## config.mk

```make
export PLATFORM = sky130hd
export DESIGN_NAME = rfcfg_regs
export DESIGN_NICKNAME = d
export VERILOG_FILES = /design/src/verilog/rfcfg_dummy_never.sv /design/src/verilog/rfcfg_pkg.sv /design/src/verilog/rfcfg_rate_calc.sv /design/src/verilog/rfcfg_regs.sv
export VERILOG_INCLUDE_DIRS = /design/src /design/src/verilog
export SDC_FILE = /design/constraint.sdc
export NUM_CORES = 1
export LEC_CHECK = 0
export BUFFER_PORTS_ARGS = -buffer_cell sky130_fd_sc_hd__buf_2
export CAP_MARGIN = 5
export CORE_AREA = 3 3 100 102
export DETAILED_ROUTE_END_ITERATION = 10
export DIE_AREA = 0 0 103 105
export GPL_ROUTABILITY_DRIVEN = 0
export HOLD_SLACK_MARGIN = 0.15
export PLACE_DENSITY = 0.74
export SYNTH_ARGS = -nofsm -noshare
export SYNTH_HDL_FRONTEND = slang
export SYNTH_SLANG_ARGS = --single-unit
export TNS_END_PERCENT = 100
```

## constraint.sdc

```tcl
create_clock -name REF_CLK -period 2 [get_ports REF_CLK]
set_clock_uncertainty 0.05 [all_clocks]
set_input_delay 0.3 -clock REF_CLK [delete_from_list [all_inputs] [get_ports REF_CLK]]
set_output_delay 0.3 -clock REF_CLK [all_outputs]
set_load 0.005 [all_outputs]
```

## src/verilog/rfcfg_consts.svh

```systemverilog
`ifndef RFCFG_CONSTS_SVH
`define RFCFG_CONSTS_SVH

// Register byte addresses
`define RFCFG_OFS_BASE_WORD_A_HIGH   16'hdf09
`define RFCFG_OFS_BASE_WORD_A_MID    16'hdf0a
`define RFCFG_OFS_BASE_WORD_A_LOW    16'hdf0b
`define RFCFG_OFS_BW_RATE_EXP 16'hdf0c
`define RFCFG_OFS_RATE_MANT   16'hdf0d
`define RFCFG_OFS_FORMAT_CTRL 16'hdf0e

// Reset values
`define RFCFG_RST_BASE_WORD_A_TOP    2'h1
`define RFCFG_RST_BASE_WORD_A_HIGH   6'h1e
`define RFCFG_RST_BASE_WORD_A_MID    8'hc4
`define RFCFG_RST_BASE_WORD_A_LOW    8'hec
`define RFCFG_RST_BW_EXP      2'h2
`define RFCFG_RST_BW_MANT     2'h0
`define RFCFG_RST_RATE_EXP    4'hc
`define RFCFG_RST_RATE_MANT   8'h22
`define RFCFG_RST_DC_BYPASS   1'h0
`define RFCFG_RST_MOD_SEL     3'h0

// Field positions
`define RFCFG_FLD_BASE_WORD_A_TOP_HI 7
`define RFCFG_FLD_BASE_WORD_A_TOP_LO 6
`define RFCFG_FLD_BASE_WORD_A_HI_HI  5
`define RFCFG_FLD_BW_EXP_HI   7
`define RFCFG_FLD_BW_EXP_LO   6
`define RFCFG_FLD_BW_MANT_HI  5
`define RFCFG_FLD_BW_MANT_LO  4
`define RFCFG_FLD_RATE_EXP_HI 3
`define RFCFG_FLD_DC_BYPASS   7
`define RFCFG_FLD_MOD_HI      6
`define RFCFG_FLD_MOD_LO      4

// Arithmetic constants
`define RFCFG_BW_MANT_BIAS    9'h004
`define RFCFG_BW_PRESCALE     3
`define RFCFG_RATE_HIDDEN_ONE 9'h100
`define RFCFG_RATE_FRAC_BITS  28
`define RFCFG_BYPASS_MAX_BAUD 100000

`endif

```

## src/verilog/rfcfg_dummy_never.sv

```systemverilog
`timescale 1ns/10ps
`default_nettype none
`default_nettype wire

```

## src/verilog/rfcfg_pkg.sv

```systemverilog
`default_nettype none
package rfcfg_pkg;

   typedef logic [15:0] rfcfg_addr_t;
   typedef logic [7:0]  rfcfg_byte_t;

   // Register selected by an address
   typedef enum logic [2:0]
   {
      RFCFG_SEL_NONE   = 3'h0,
      RFCFG_SEL_FHIGH  = 3'h1,
      RFCFG_SEL_FMID   = 3'h2,
      RFCFG_SEL_FLOW   = 3'h3,
      RFCFG_SEL_BWEXP  = 3'h4,
      RFCFG_SEL_RMANT  = 3'h5,
      RFCFG_SEL_FORMAT = 3'h6
   } rfcfg_sel_e;

   // Modulation codes known to this bank
   typedef enum logic [2:0]
   {
      RFCFG_MOD_2FSK = 3'h0,
      RFCFG_MOD_GFSK = 3'h1,
      RFCFG_MOD_RSV2 = 3'h2,
      RFCFG_MOD_RSV3 = 3'h3
   } rfcfg_mod_e;

endpackage : rfcfg_pkg
`default_nettype wire

```

## src/verilog/rfcfg_rate_calc.sv

```systemverilog
`timescale 1ns/10ps
`default_nettype none
`include "rfcfg_consts.svh"
module rfcfg_rate_calc
   import rfcfg_pkg::*;
#(
   parameter longint REF_BASE_WORD_A_HZ = 64'h18cba80
)
(
   input  wire logic        clk,
   input  wire logic        rst_n,
   input  wire logic [1:0]  bw_exp,
   input  wire logic [1:0]  bw_mant,
   input  wire logic [3:0]  rate_exp,
   input  wire logic [7:0]  rate_mant,
   output var  logic [8:0]  decim_div,
   output var  logic [23:0] rate_step,
   output var  logic        rate_high
);

   // Largest rate word still at or below the bypass limit
   localparam longint BYPASS_WORD =
      (64'(`RFCFG_BYPASS_MAX_BAUD) << `RFCFG_RATE_FRAC_BITS) / REF_BASE_WORD_A_HZ;

   logic [8:0]  div_next;
   logic [23:0] div_wide;
   logic [23:0] step_next;

   // Shift a 9-bit value left by an exponent, into 24 bits
   function automatic logic [23:0] rfcfg_scale(input logic [8:0] v,
                                               input logic [3:0] e);
      rfcfg_scale = {15'h0000, v} << e;
   endfunction : rfcfg_scale

   // Divider: 8 * (4 + mantissa) * 2^exponent
   always_comb
   begin
      div_wide = rfcfg_scale(9'({7'h00, bw_mant} + `RFCFG_BW_MANT_BIAS),
                             4'({2'h0, bw_exp} + 4'(`RFCFG_BW_PRESCALE)));
      div_next = div_wide[8:0];
   end

   // Step: (256 + mantissa) * 2^exponent, hidden one restored
   always_comb
   begin
      step_next = rfcfg_scale({1'b0, rate_mant} | `RFCFG_RATE_HIDDEN_ONE,
                              rate_exp);
   end

   // Registered so the datapath sees glitch-free values
   always_ff @(posedge clk)
   begin
      if (!rst_n)
      begin
         decim_div <= 9'h000;
         rate_step <= 24'h000000;
         rate_high <= 1'b0;
      end
      else
      begin
         decim_div <= div_next;
         rate_step <= step_next;
         rate_high <= (64'(step_next) > BYPASS_WORD);
      end
   end

endmodule : rfcfg_rate_calc
`default_nettype wire

```

## src/verilog/rfcfg_regs.sv

```systemverilog
`timescale 1ns/10ps
`default_nettype none
`include "rfcfg_consts.svh"
module rfcfg_regs
   import rfcfg_pkg::*;
#(
   parameter longint REF_BASE_WORD_A_HZ = 64'h18cba80
)
(
   input  wire logic        REF_CLK,
   input  wire logic        RST_N,
   input  wire logic [15:0] ADDR,
   input  wire logic [7:0]  WDATA,
   input  wire logic        WR_STB,
   input  wire logic        RD_STB,
   output var  logic [7:0]  RDATA,
   output var  logic [23:0] BASE_WORD_A,
   output var  logic [1:0]  BW_EXPONENT,
   output var  logic [1:0]  BW_MANTISSA,
   output var  logic [8:0]  BW_DECIM_DIV,
   output var  logic [3:0]  SYMRATE_EXPONENT,
   output var  logic [8:0]  SYMRATE_MANTISSA,
   output var  logic [23:0] SYMRATE_STEP,
   output var  logic        DC_BLOCK_BYPASS,
   output var  logic [2:0]  MODULATION_SELECT,
   output var  logic        MOD_IS_GFSK,
   output var  logic        MOD_RESERVED,
   output var  logic        RATE_ABOVE_LIMIT,
   output var  logic        BYPASS_MISUSE,
   output var  logic        BASE_WORD_A_UPDATED,
   output var  logic        MODEM_UPDATED,
   output var  logic        UNMAPPED_SEEN
);

   // Storage
   logic [5:0]  base_word_a_high_reg;
   logic [7:0]  base_word_a_mid_reg;
   logic [7:0]  base_word_a_low_reg;
   logic [1:0]  bw_exp_reg;
   logic [1:0]  bw_mant_reg;
   logic [3:0]  rate_exp_reg;
   logic [7:0]  rate_mant_reg;
   logic        dc_bypass_reg;
   logic [2:0]  mod_sel_reg;

   // Bus side
   rfcfg_sel_e  wr_sel;
   rfcfg_sel_e  rd_sel;
   logic [7:0]  rdata_next;
   logic [7:0]  rdata_reg;
   logic        base_word_a_upd_reg;
   logic        modem_upd_reg;
   logic        unmapped_reg;
   logic        unmapped_next;

   // Derived values from the arithmetic block
   logic [8:0]  decim_div;
   logic [23:0] rate_step;
   logic        rate_high;
   logic        misuse_reg;

   // Registered modulation decodes and the field being written
   logic [2:0]  mod_wr;
   logic        gfsk_reg;
   logic        mod_rsv_reg;

   // Address decode, shared by read and write
   function automatic rfcfg_sel_e rfcfg_decode(input rfcfg_addr_t a);
      rfcfg_sel_e s;
      s = RFCFG_SEL_NONE;
      unique case (a)
         `RFCFG_OFS_BASE_WORD_A_HIGH:   s = RFCFG_SEL_FHIGH;
         `RFCFG_OFS_BASE_WORD_A_MID:    s = RFCFG_SEL_FMID;
         `RFCFG_OFS_BASE_WORD_A_LOW:    s = RFCFG_SEL_FLOW;
         `RFCFG_OFS_BW_RATE_EXP: s = RFCFG_SEL_BWEXP;
         `RFCFG_OFS_RATE_MANT:   s = RFCFG_SEL_RMANT;
         `RFCFG_OFS_FORMAT_CTRL: s = RFCFG_SEL_FORMAT;
         default:                s = RFCFG_SEL_NONE;
      endcase
      rfcfg_decode = s;
   endfunction : rfcfg_decode

   // Reserved modulation codes, decoded at reset and on write
   function automatic logic rfcfg_mod_rsv(input logic [2:0] m);
      rfcfg_mod_rsv = (m == RFCFG_MOD_RSV2) || (m == RFCFG_MOD_RSV3);
   endfunction : rfcfg_mod_rsv

   // Strobe qualifies the decode so idle addresses select nothing
   always_comb
   begin
      wr_sel = WR_STB ? rfcfg_decode(ADDR) : RFCFG_SEL_NONE;
      rd_sel = RD_STB ? rfcfg_decode(ADDR) : RFCFG_SEL_NONE;
   end

   // High frequency byte; top two bits are wired, not stored
   always_ff @(posedge REF_CLK)
   begin
      if (!RST_N)
      begin
         base_word_a_high_reg <= `RFCFG_RST_BASE_WORD_A_HIGH;
      end
      else if (wr_sel == RFCFG_SEL_FHIGH)
      begin
         base_word_a_high_reg <= WDATA[`RFCFG_FLD_BASE_WORD_A_HI_HI:0];
      end
   end

   // Middle frequency byte
   always_ff @(posedge REF_CLK)
   begin
      if (!RST_N)
      begin
         base_word_a_mid_reg <= `RFCFG_RST_BASE_WORD_A_MID;
      end
      else if (wr_sel == RFCFG_SEL_FMID)
      begin
         base_word_a_mid_reg <= WDATA;
      end
   end

   // Low frequency byte
   always_ff @(posedge REF_CLK)
   begin
      if (!RST_N)
      begin
         base_word_a_low_reg <= `RFCFG_RST_BASE_WORD_A_LOW;
      end
      else if (wr_sel == RFCFG_SEL_FLOW)
      begin
         base_word_a_low_reg <= WDATA;
      end
   end

   // Bandwidth fields and symbol-rate exponent share one register
   always_ff @(posedge REF_CLK)
   begin
      if (!RST_N)
      begin
         bw_exp_reg   <= `RFCFG_RST_BW_EXP;
         bw_mant_reg  <= `RFCFG_RST_BW_MANT;
         rate_exp_reg <= `RFCFG_RST_RATE_EXP;
      end
      else if (wr_sel == RFCFG_SEL_BWEXP)
      begin
         bw_exp_reg   <= WDATA[`RFCFG_FLD_BW_EXP_HI:`RFCFG_FLD_BW_EXP_LO];
         bw_mant_reg  <= WDATA[`RFCFG_FLD_BW_MANT_HI:`RFCFG_FLD_BW_MANT_LO];
         rate_exp_reg <= WDATA[`RFCFG_FLD_RATE_EXP_HI:0];
      end
   end

   // Symbol-rate mantissa, low eight bits only
   always_ff @(posedge REF_CLK)
   begin
      if (!RST_N)
      begin
         rate_mant_reg <= `RFCFG_RST_RATE_MANT;
      end
      else if (wr_sel == RFCFG_SEL_RMANT)
      begin
         rate_mant_reg <= WDATA;
      end
   end

   // Format control: DC-block bypass and modulation select
   always_ff @(posedge REF_CLK)
   begin
      if (!RST_N)
      begin
         dc_bypass_reg <= `RFCFG_RST_DC_BYPASS;
         mod_sel_reg   <= `RFCFG_RST_MOD_SEL;
      end
      else if (wr_sel == RFCFG_SEL_FORMAT)
      begin
         dc_bypass_reg <= WDATA[`RFCFG_FLD_DC_BYPASS];
         mod_sel_reg   <= WDATA[`RFCFG_FLD_MOD_HI:`RFCFG_FLD_MOD_LO];
      end
   end

   // Modulation code carried by the write data
   always_comb
   begin
      mod_wr = WDATA[`RFCFG_FLD_MOD_HI:`RFCFG_FLD_MOD_LO];
   end

   // Decodes held in flops so the datapath never sees a decode glitch
   always_ff @(posedge REF_CLK)
   begin
      if (!RST_N)
      begin
         gfsk_reg    <= (`RFCFG_RST_MOD_SEL == RFCFG_MOD_GFSK);
         mod_rsv_reg <= rfcfg_mod_rsv(`RFCFG_RST_MOD_SEL);
      end
      else if (wr_sel == RFCFG_SEL_FORMAT)
      begin
         gfsk_reg    <= (mod_wr == RFCFG_MOD_GFSK);
         mod_rsv_reg <= rfcfg_mod_rsv(mod_wr);
      end
   end

   // Read mux; unused format bits read as zero, wired top frequency bits as 01
   always_comb
   begin
      rdata_next = 8'h00;
      unique case (rd_sel)
         RFCFG_SEL_FHIGH:
         begin
            rdata_next = {`RFCFG_RST_BASE_WORD_A_TOP, base_word_a_high_reg};
         end
         RFCFG_SEL_FMID:
         begin
            rdata_next = base_word_a_mid_reg;
         end
         RFCFG_SEL_FLOW:
         begin
            rdata_next = base_word_a_low_reg;
         end
         RFCFG_SEL_BWEXP:
         begin
            rdata_next = {bw_exp_reg, bw_mant_reg, rate_exp_reg};
         end
         RFCFG_SEL_RMANT:
         begin
            rdata_next = rate_mant_reg;
         end
         RFCFG_SEL_FORMAT:
         begin
            rdata_next = {dc_bypass_reg, mod_sel_reg, 4'h0};
         end
         RFCFG_SEL_NONE:
         begin
            rdata_next = 8'h00;
         end
      endcase
   end

   // Read data stands for one cycle only, zero otherwise
   always_ff @(posedge REF_CLK)
   begin
      if (!RST_N)
      begin
         rdata_reg <= 8'h00;
      end
      else
      begin
         rdata_reg <= rdata_next;
      end
   end

   // Update pulses let the datapath retune only when needed
   always_ff @(posedge REF_CLK)
   begin
      if (!RST_N)
      begin
         base_word_a_upd_reg  <= 1'b0;
         modem_upd_reg <= 1'b0;
      end
      else
      begin
         base_word_a_upd_reg  <= (wr_sel == RFCFG_SEL_FHIGH) ||
                          (wr_sel == RFCFG_SEL_FMID) ||
                          (wr_sel == RFCFG_SEL_FLOW);
         modem_upd_reg <= (wr_sel == RFCFG_SEL_BWEXP) ||
                          (wr_sel == RFCFG_SEL_RMANT) ||
                          (wr_sel == RFCFG_SEL_FORMAT);
      end
   end

   // Sticky unmapped-access flag; no clear path, so nothing to race
   always_comb
   begin
      unmapped_next = unmapped_reg;
      if ((WR_STB || RD_STB) && (rfcfg_decode(ADDR) == RFCFG_SEL_NONE))
      begin
         unmapped_next = 1'b1;
      end
   end

   always_ff @(posedge REF_CLK)
   begin
      if (!RST_N)
      begin
         unmapped_reg <= 1'b0;
      end
      else
      begin
         unmapped_reg <= unmapped_next;
      end
   end

   // Bandwidth divider and rate step, one cycle behind the fields
   rfcfg_rate_calc #(
      .REF_BASE_WORD_A_HZ (REF_BASE_WORD_A_HZ)
   ) u_rate_calc (
      .clk       (REF_CLK),
      .rst_n     (RST_N),
      .bw_exp    (bw_exp_reg),
      .bw_mant   (bw_mant_reg),
      .rate_exp  (rate_exp_reg),
      .rate_mant (rate_mant_reg),
      .decim_div (decim_div),
      .rate_step (rate_step),
      .rate_high (rate_high)
   );

   // Bypass above the rate limit is allowed but flagged, not blocked
   always_ff @(posedge REF_CLK)
   begin
      if (!RST_N)
      begin
         misuse_reg <= 1'b0;
      end
      else
      begin
         misuse_reg <= dc_bypass_reg && rate_high;
      end
   end

   // Frequency word: fixed top bits over the three bytes
   assign BASE_WORD_A = {`RFCFG_RST_BASE_WORD_A_TOP, base_word_a_high_reg,
                         base_word_a_mid_reg, base_word_a_low_reg};

   // Modem settings from their storage; divider and step from the arithmetic block
   assign BW_EXPONENT      = bw_exp_reg;
   assign BW_MANTISSA      = bw_mant_reg;
   assign BW_DECIM_DIV     = decim_div;
   assign SYMRATE_EXPONENT = rate_exp_reg;
   assign SYMRATE_MANTISSA = {1'b1, rate_mant_reg};
   assign SYMRATE_STEP     = rate_step;
   assign DC_BLOCK_BYPASS  = dc_bypass_reg;

   // Modulation decode; reserved codes pass through but are flagged
   assign MODULATION_SELECT = mod_sel_reg;
   assign MOD_IS_GFSK       = gfsk_reg;
   assign MOD_RESERVED      = mod_rsv_reg;

   // Status and bus outputs
   assign RATE_ABOVE_LIMIT = rate_high;
   assign BYPASS_MISUSE    = misuse_reg;
   assign BASE_WORD_A_UPDATED     = base_word_a_upd_reg;
   assign MODEM_UPDATED    = modem_upd_reg;
   assign UNMAPPED_SEEN    = unmapped_reg;
   assign RDATA            = rdata_reg;

endmodule : rfcfg_regs
`default_nettype wire

```

# Word level (Yosys, flattened, before mapping)

Index checks and enable logic that the tools add are counted.

Add/subtract/negate cells: 2
Magnitude comparators: 1
Equality and inequality tests: 21
Shift operators: 2
Mux-type cells: 4
Reduce and logical (&&, ||, !) cells: 10

Operators by type and width:

| kind                   | number |
|---|---|
| $eq A16 B16 Y1 const B | 6 |
| $pmux W8 S7            | 1 |
| $gt A24 B20 Y1 const B | 1 |
| $shl A9 B4 Y24         | 1 |
| $eq A3 B2 Y1 const B   | 6 |
| $eq A3 B3 Y1 const B   | 6 |
| $pmux W3 S6            | 1 |
| $eq A3 B1 Y1 const B   | 3 |
| $shl A9 B4 Y9          | 1 |
| $logic_not A3 Y1       | 2 |
| $logic_or A1 B1 Y1     | 6 |
| $mux W3                | 2 |
| $add A2 B3 Y4 const B  | 1 |
| $add A2 B2 Y3 const B  | 1 |
| $logic_and A1 B1 Y1    | 2 |

Bits in registers: 90
Output and inout bits: 93

# Logic depth before layout (Yosys ltp)

Depth in word-level cells: 6
Mapped depth: 8
Depth with buffers taken out: 6

# Hierarchy

Synthesis repeated with hierarchy kept, for this count alone.

Cell total of the unflattened synthesis: 462
Area total of the unflattened synthesis: 4279.1 um^2

By module, submodules not included:

| module          | instances | cells an instance | area an instance (um^2) | seq. area each (um^2) |
|---|---|---|---|---|
| rfcfg_regs      | 1         | 279               | 2670.1                  | 1121.1 |
| rfcfg_rate_calc | 1         | 183               | 1609.0                  | 680.7 |

# Worst setup path before layout

No wires, ideal clock.

Path type: register -> register
From: register rate_exp_reg[0], in the netlist SYMRATE_EXPONENT[0]
To: register u_rate_calc.rate_high
Data arrival time: 1.883 ns
Path slack: -0.066 ns
Cell stages (with the launch flop): 7
Buffers on the path: 1
Period minus slack after synthesis: 2.066 ns
Path through: dfxtp_1 -> buf_2 -> mux4_2 -> and2_1 -> or3_1 -> a221oi_1 -> a32oi_1

Word-level cells in the longest chain between the ends: 2

RTL lines:

| item                   | RTL line              | RTL |
|---|---|---|
| start, declared        | rfcfg_regs.sv:41      | `logic [3:0] rate_exp_reg;` |
| start signal, assigned | rfcfg_regs.sv:141     | `` rate_exp_reg <= `RFCFG_RST_RATE_EXP; `` |
| start signal, assigned | rfcfg_regs.sv:147     | `` rate_exp_reg <= WDATA[`RFCFG_FLD_RATE_EXP_HI:0]; `` |
| $shl A9 B4 Y24         | rfcfg_rate_calc.sv:32 | `rfcfg_scale = {15'h0000, v} << e;` |
| $gt A24 B20 Y1         | rfcfg_rate_calc.sv:63 | `rate_high <= (64'(step_next) > BYPASS_WORD);` |
| end signal, assigned   | rfcfg_rate_calc.sv:63 |  |
| end, declared          | rfcfg_rate_calc.sv:18 | `output var logic rate_high` |

No other way between the ends.
A chain may end at the register's enable or synchronous reset.

# Worst setup path in the final report

Ends and elaborated chain as after synthesis.

==> flow_metrics.env <==
export IMPL_viasPerCell=5.584
export IMPL_cellLeakagePower_nw=2.316
export IMPL_fin_tns_setup_ns=-0.02399
export IMPL_worst_r2r_path_depth=5
export IMPL_io_buffers=117
export IMPL_drt_iter0_drc=188
export IMPL_clock_latency_ns=0.37
export IMPL_cp_required_ns=2.19
export IMPL_layout_setup_ws_ns=-0.02399
export IMPL_reg_largest_list="u_rate_calc.rate_step x24, u_rate_calc.decim_div x9"
export IMPL_top_register="u_rate_calc.rate_step"
export IMPL_crit_slowest_cell="mux4_2"
export IMPL_ys_warn_count=0
export IMPL_grt_overflow=0
export IMPL_max_cap_violations=0
export IMPL_clock_sinks=90
export IMPL_synthDistinctLibCells=58
export IMPL_whs_path_depth=3
export IMPL_die_w_um=103
export IMPL_clk_pin_slew_worst_paths_ns=0.09
export IMPL_endpoint_kind="flip-flop"
export IMPL_hold_viol_final=0
export IMPL_holdWs_ns=0.1871
export IMPL_place_detailed_hpwl_mm=8.208
export IMPL_power_mw=3.341
export IMPL_vdd_drop_max_uv=395.5
export IMPL_antenna_found_initial=0
export IMPL_die_height_um=105
export IMPL_ys_seq_area_share_pct=42.35
export IMPL_dp_cells=686
export IMPL_max_stage_delay_ns=0.54
export IMPL_synth_seq_cells=90
export IMPL_avgSynthCellArea_um2=9.208
export IMPL_antenna_left=0
export IMPL_holdCritPathClass="in2reg"
export IMPL_path_cells="mux4_2 -> and2_4 -> or3_4 -> a221oi_2 -> a32oi_2"
export IMPL_layout_nets=616
export IMPL_period_needed_ns=2.024
export IMPL_clockRootBuffer="clkbuf_8"
export IMPL_setup_viol=1
export IMPL_placed_area_um2=5071
export IMPL_vias=3920
export IMPL_cp_start_kind="flip-flop"
export IMPL_p_per_area_nw_per_um2=627.6
export IMPL_reg2reg_slack_ns=-0.02
export IMPL_grt_pass1_vias=3815
export IMPL_wl_per_cell_um=16.45
export IMPL_drc=0
export IMPL_grt_total_usage_pct=21.70
export IMPL_finalCritPeriodShare_pct=101.2
export IMPL_synth_ff_type="dfxtp_1"
export IMPL_grt_max_degree=64
export IMPL_cts_tree="done"
export IMPL_utilization_pct=57.89
export IMPL_netlist_instances=462
export IMPL_final_cells=702
export IMPL_htree_levels=3
export IMPL_dr_pass1_iters=4
export IMPL_hp_start="ADDR[2]"
export IMPL_syn_to_final_growth_pct=25.15
export IMPL_violations="negative setup slack"
export IMPL_clockBufferDepth=2
export IMPL_status="finished with violations"
export IMPL_post_place_ws_ns=-0.1724
export IMPL_syn_area_um2=4254
export IMPL_critPathKind="reg2reg"
export IMPL_synth_edf_count=0
export IMPL_antennaDiodeCount=0
export IMPL_ioPinCount=121
export IMPL_async_flop_share_pct=0
export IMPL_drive_gt1_share_pct=32.66
export IMPL_wl_mm=11.55
export IMPL_rr_endpoint="u_rate_calc.rate_high"
export IMPL_arrival_ns=2.21
export IMPL_fill_cells=837
export IMPL_rsz0062_at_grt="true"
export IMPL_cts_buffers=9
export IMPL_r2r_start="SYMRATE_EXPONENT[0]"
export IMPL_core_um2=9196
export IMPL_row_count=35
export IMPL_fmax_ghz=0.4941
export IMPL_drv_slew=0
export IMPL_post_route_cell_area_um2=5324
export IMPL_initial_core_util_pct=46.26
export IMPL_grt_pass1_wl_mm=18.62
export IMPL_fp_dieArea_um2=10820
export IMPL_hold_end="MODEM_UPDATED"
export IMPL_cp_max_fo=2
export IMPL_largest_reg_flops=24
[cells in the mapped netlist, drive strengths merged (3+ instances only)]
| cell | count | area, µm² |
|---|---|---|
| buf | 19 | 136.4 |
| and4 | 4 | 40.04 |
| and2 | 8 | 50.05 |
| a21o | 3 | 22.52 |
| a31oi | 5 | 31.28 |
| o221a | 6 | 67.56 |
| o22ai | 4 | 25.02 |
| a21oi | 23 | 115.1 |
| o221ai | 3 | 26.28 |
| o211ai | 6 | 45.04 |
| mux4 | 3 | 67.56 |
| nand2 | 35 | 131.4 |
| nand4 | 3 | 18.77 |
| nor2 | 31 | 116.4 |
| clkbuf | 21 | 78.83 |
| o21ai | 20 | 100.1 |
| or3 | 3 | 18.77 |
| o21a | 4 | 30.03 |
| nand2b | 10 | 62.56 |
| nor2b | 40 | 250.2 |
| mux2 | 5 | 56.30 |
| nor3 | 3 | 15.01 |
| inv | 7 | 26.28 |
| nand3b | 3 | 22.52 |
| dfxtp | 90 | 1802 |
| mux2i | 53 | 530.5 |
| nand3 | 20 | 115.1 |
[cells in the final DEF (no fill, tap or decap), drive strengths merged, types with 4 or more instances in the layout]
master    n
nand2    35
nand3    20
o22ai     4
mux2i    53
o21ai    20
clkbuf   11
o221a     6
a31oi     5
nor2b    40
mux2      5
nand2b   10
nor2     31
a21oi    23
and4      4
o21a      4
and2      8
dfxtp    90
inv       7
buf     153
o211ai    6
[what timing repair did]
| item | CTS | global route |
|---|---|---|
| hold endpoints to repair | 0 | 0 |
| buffers inserted | 0 | 1 |
| hold buffers | 0 | 0 |
| pin swaps | 2 | 3 |
| endpoints found under the setup margin | 1 | 1 |
| gates cloned | 0 | 0 |
| gates resized for setup | 4 | 3 |
[worst max-delay path: cells and delay by family, from the launching register on]
kind / cells / cell delay, ns
muxes: 1 / 0.54
DFF: 1 / 0.36
and+or+nand+nor: 2 / 0.53
AOI/OAI and AO/OA: 2 / 0.42
[how the worst max path moves through the flow]
stage | from | to | slack, ns
CTS | SYMRATE_EXPONENT[0] | u_rate_calc.rate_high | 0.01
floorplan | SYMRATE_EXPONENT[0] | u_rate_calc.rate_high | -0.04
global route | SYMRATE_EXPONENT[0] | u_rate_calc.rate_high | -0.05
finish | SYMRATE_EXPONENT[0] | u_rate_calc.rate_high | -0.02
detailed placement | ADDR[5] | RDATA[1] | -0.17
global placement | ADDR[5] | RDATA[3] | -0.14
[per-layer routing]
layer / vias to the layer above / part of all wire, % / global-route usage, %
li1: 1876 / - / -
met1: 1864 / 42 / 27.77
met2: 156 / 48 / 34.46
met3: 24 / 7.0 / 4.873
met4: 0 / 2.9 / 9.621
met5: - / 0 / 0
[cell type report]
cell class	instances	area, µm²	share of cell area [%]
Sequential cell	90	1804	33.89
Timing Repair Buffer	153	897.1	16.85
Multi-Input combinational cell	326	2240	42.07
Tap cell	111	138.9	2.609
Inverter	7	26.28	0.4935
Clock inverter	4	76.32	1.434
Clock buffer	11	141.4	2.656
[cells by family after synthesis]
| kind of cell | after synthesis | synth area share [%] |
|---|---|---|
| AO/OA/AOI/OAI | 88 | 13.71 |
| adder cells (fa/ha/maj) | 1 | 0.2941 |
| buffers and inverters | 47 | 5.677 |
| flip-flops | 90 | 42.35 |
| multiplexers | 61 | 15.38 |
| other | 2 | 0.1765 |
| AND/OR/NAND/NOR | 173 | 22.41 |
[report_power, final]
part / leakage [nW] / total (mW) / internal [mW] / switching [mW]
registers: 0.729 / 1.80 / 1.80 / 0.00198
clock network: 0.106 / 1.39 / 0.734 / 0.660
logic: 1.48 / 0.148 / 0.0581 / 0.0896
total: 2.32 / 3.34 / 2.59 / 0.752
Power figures use the tool's default switching activity.
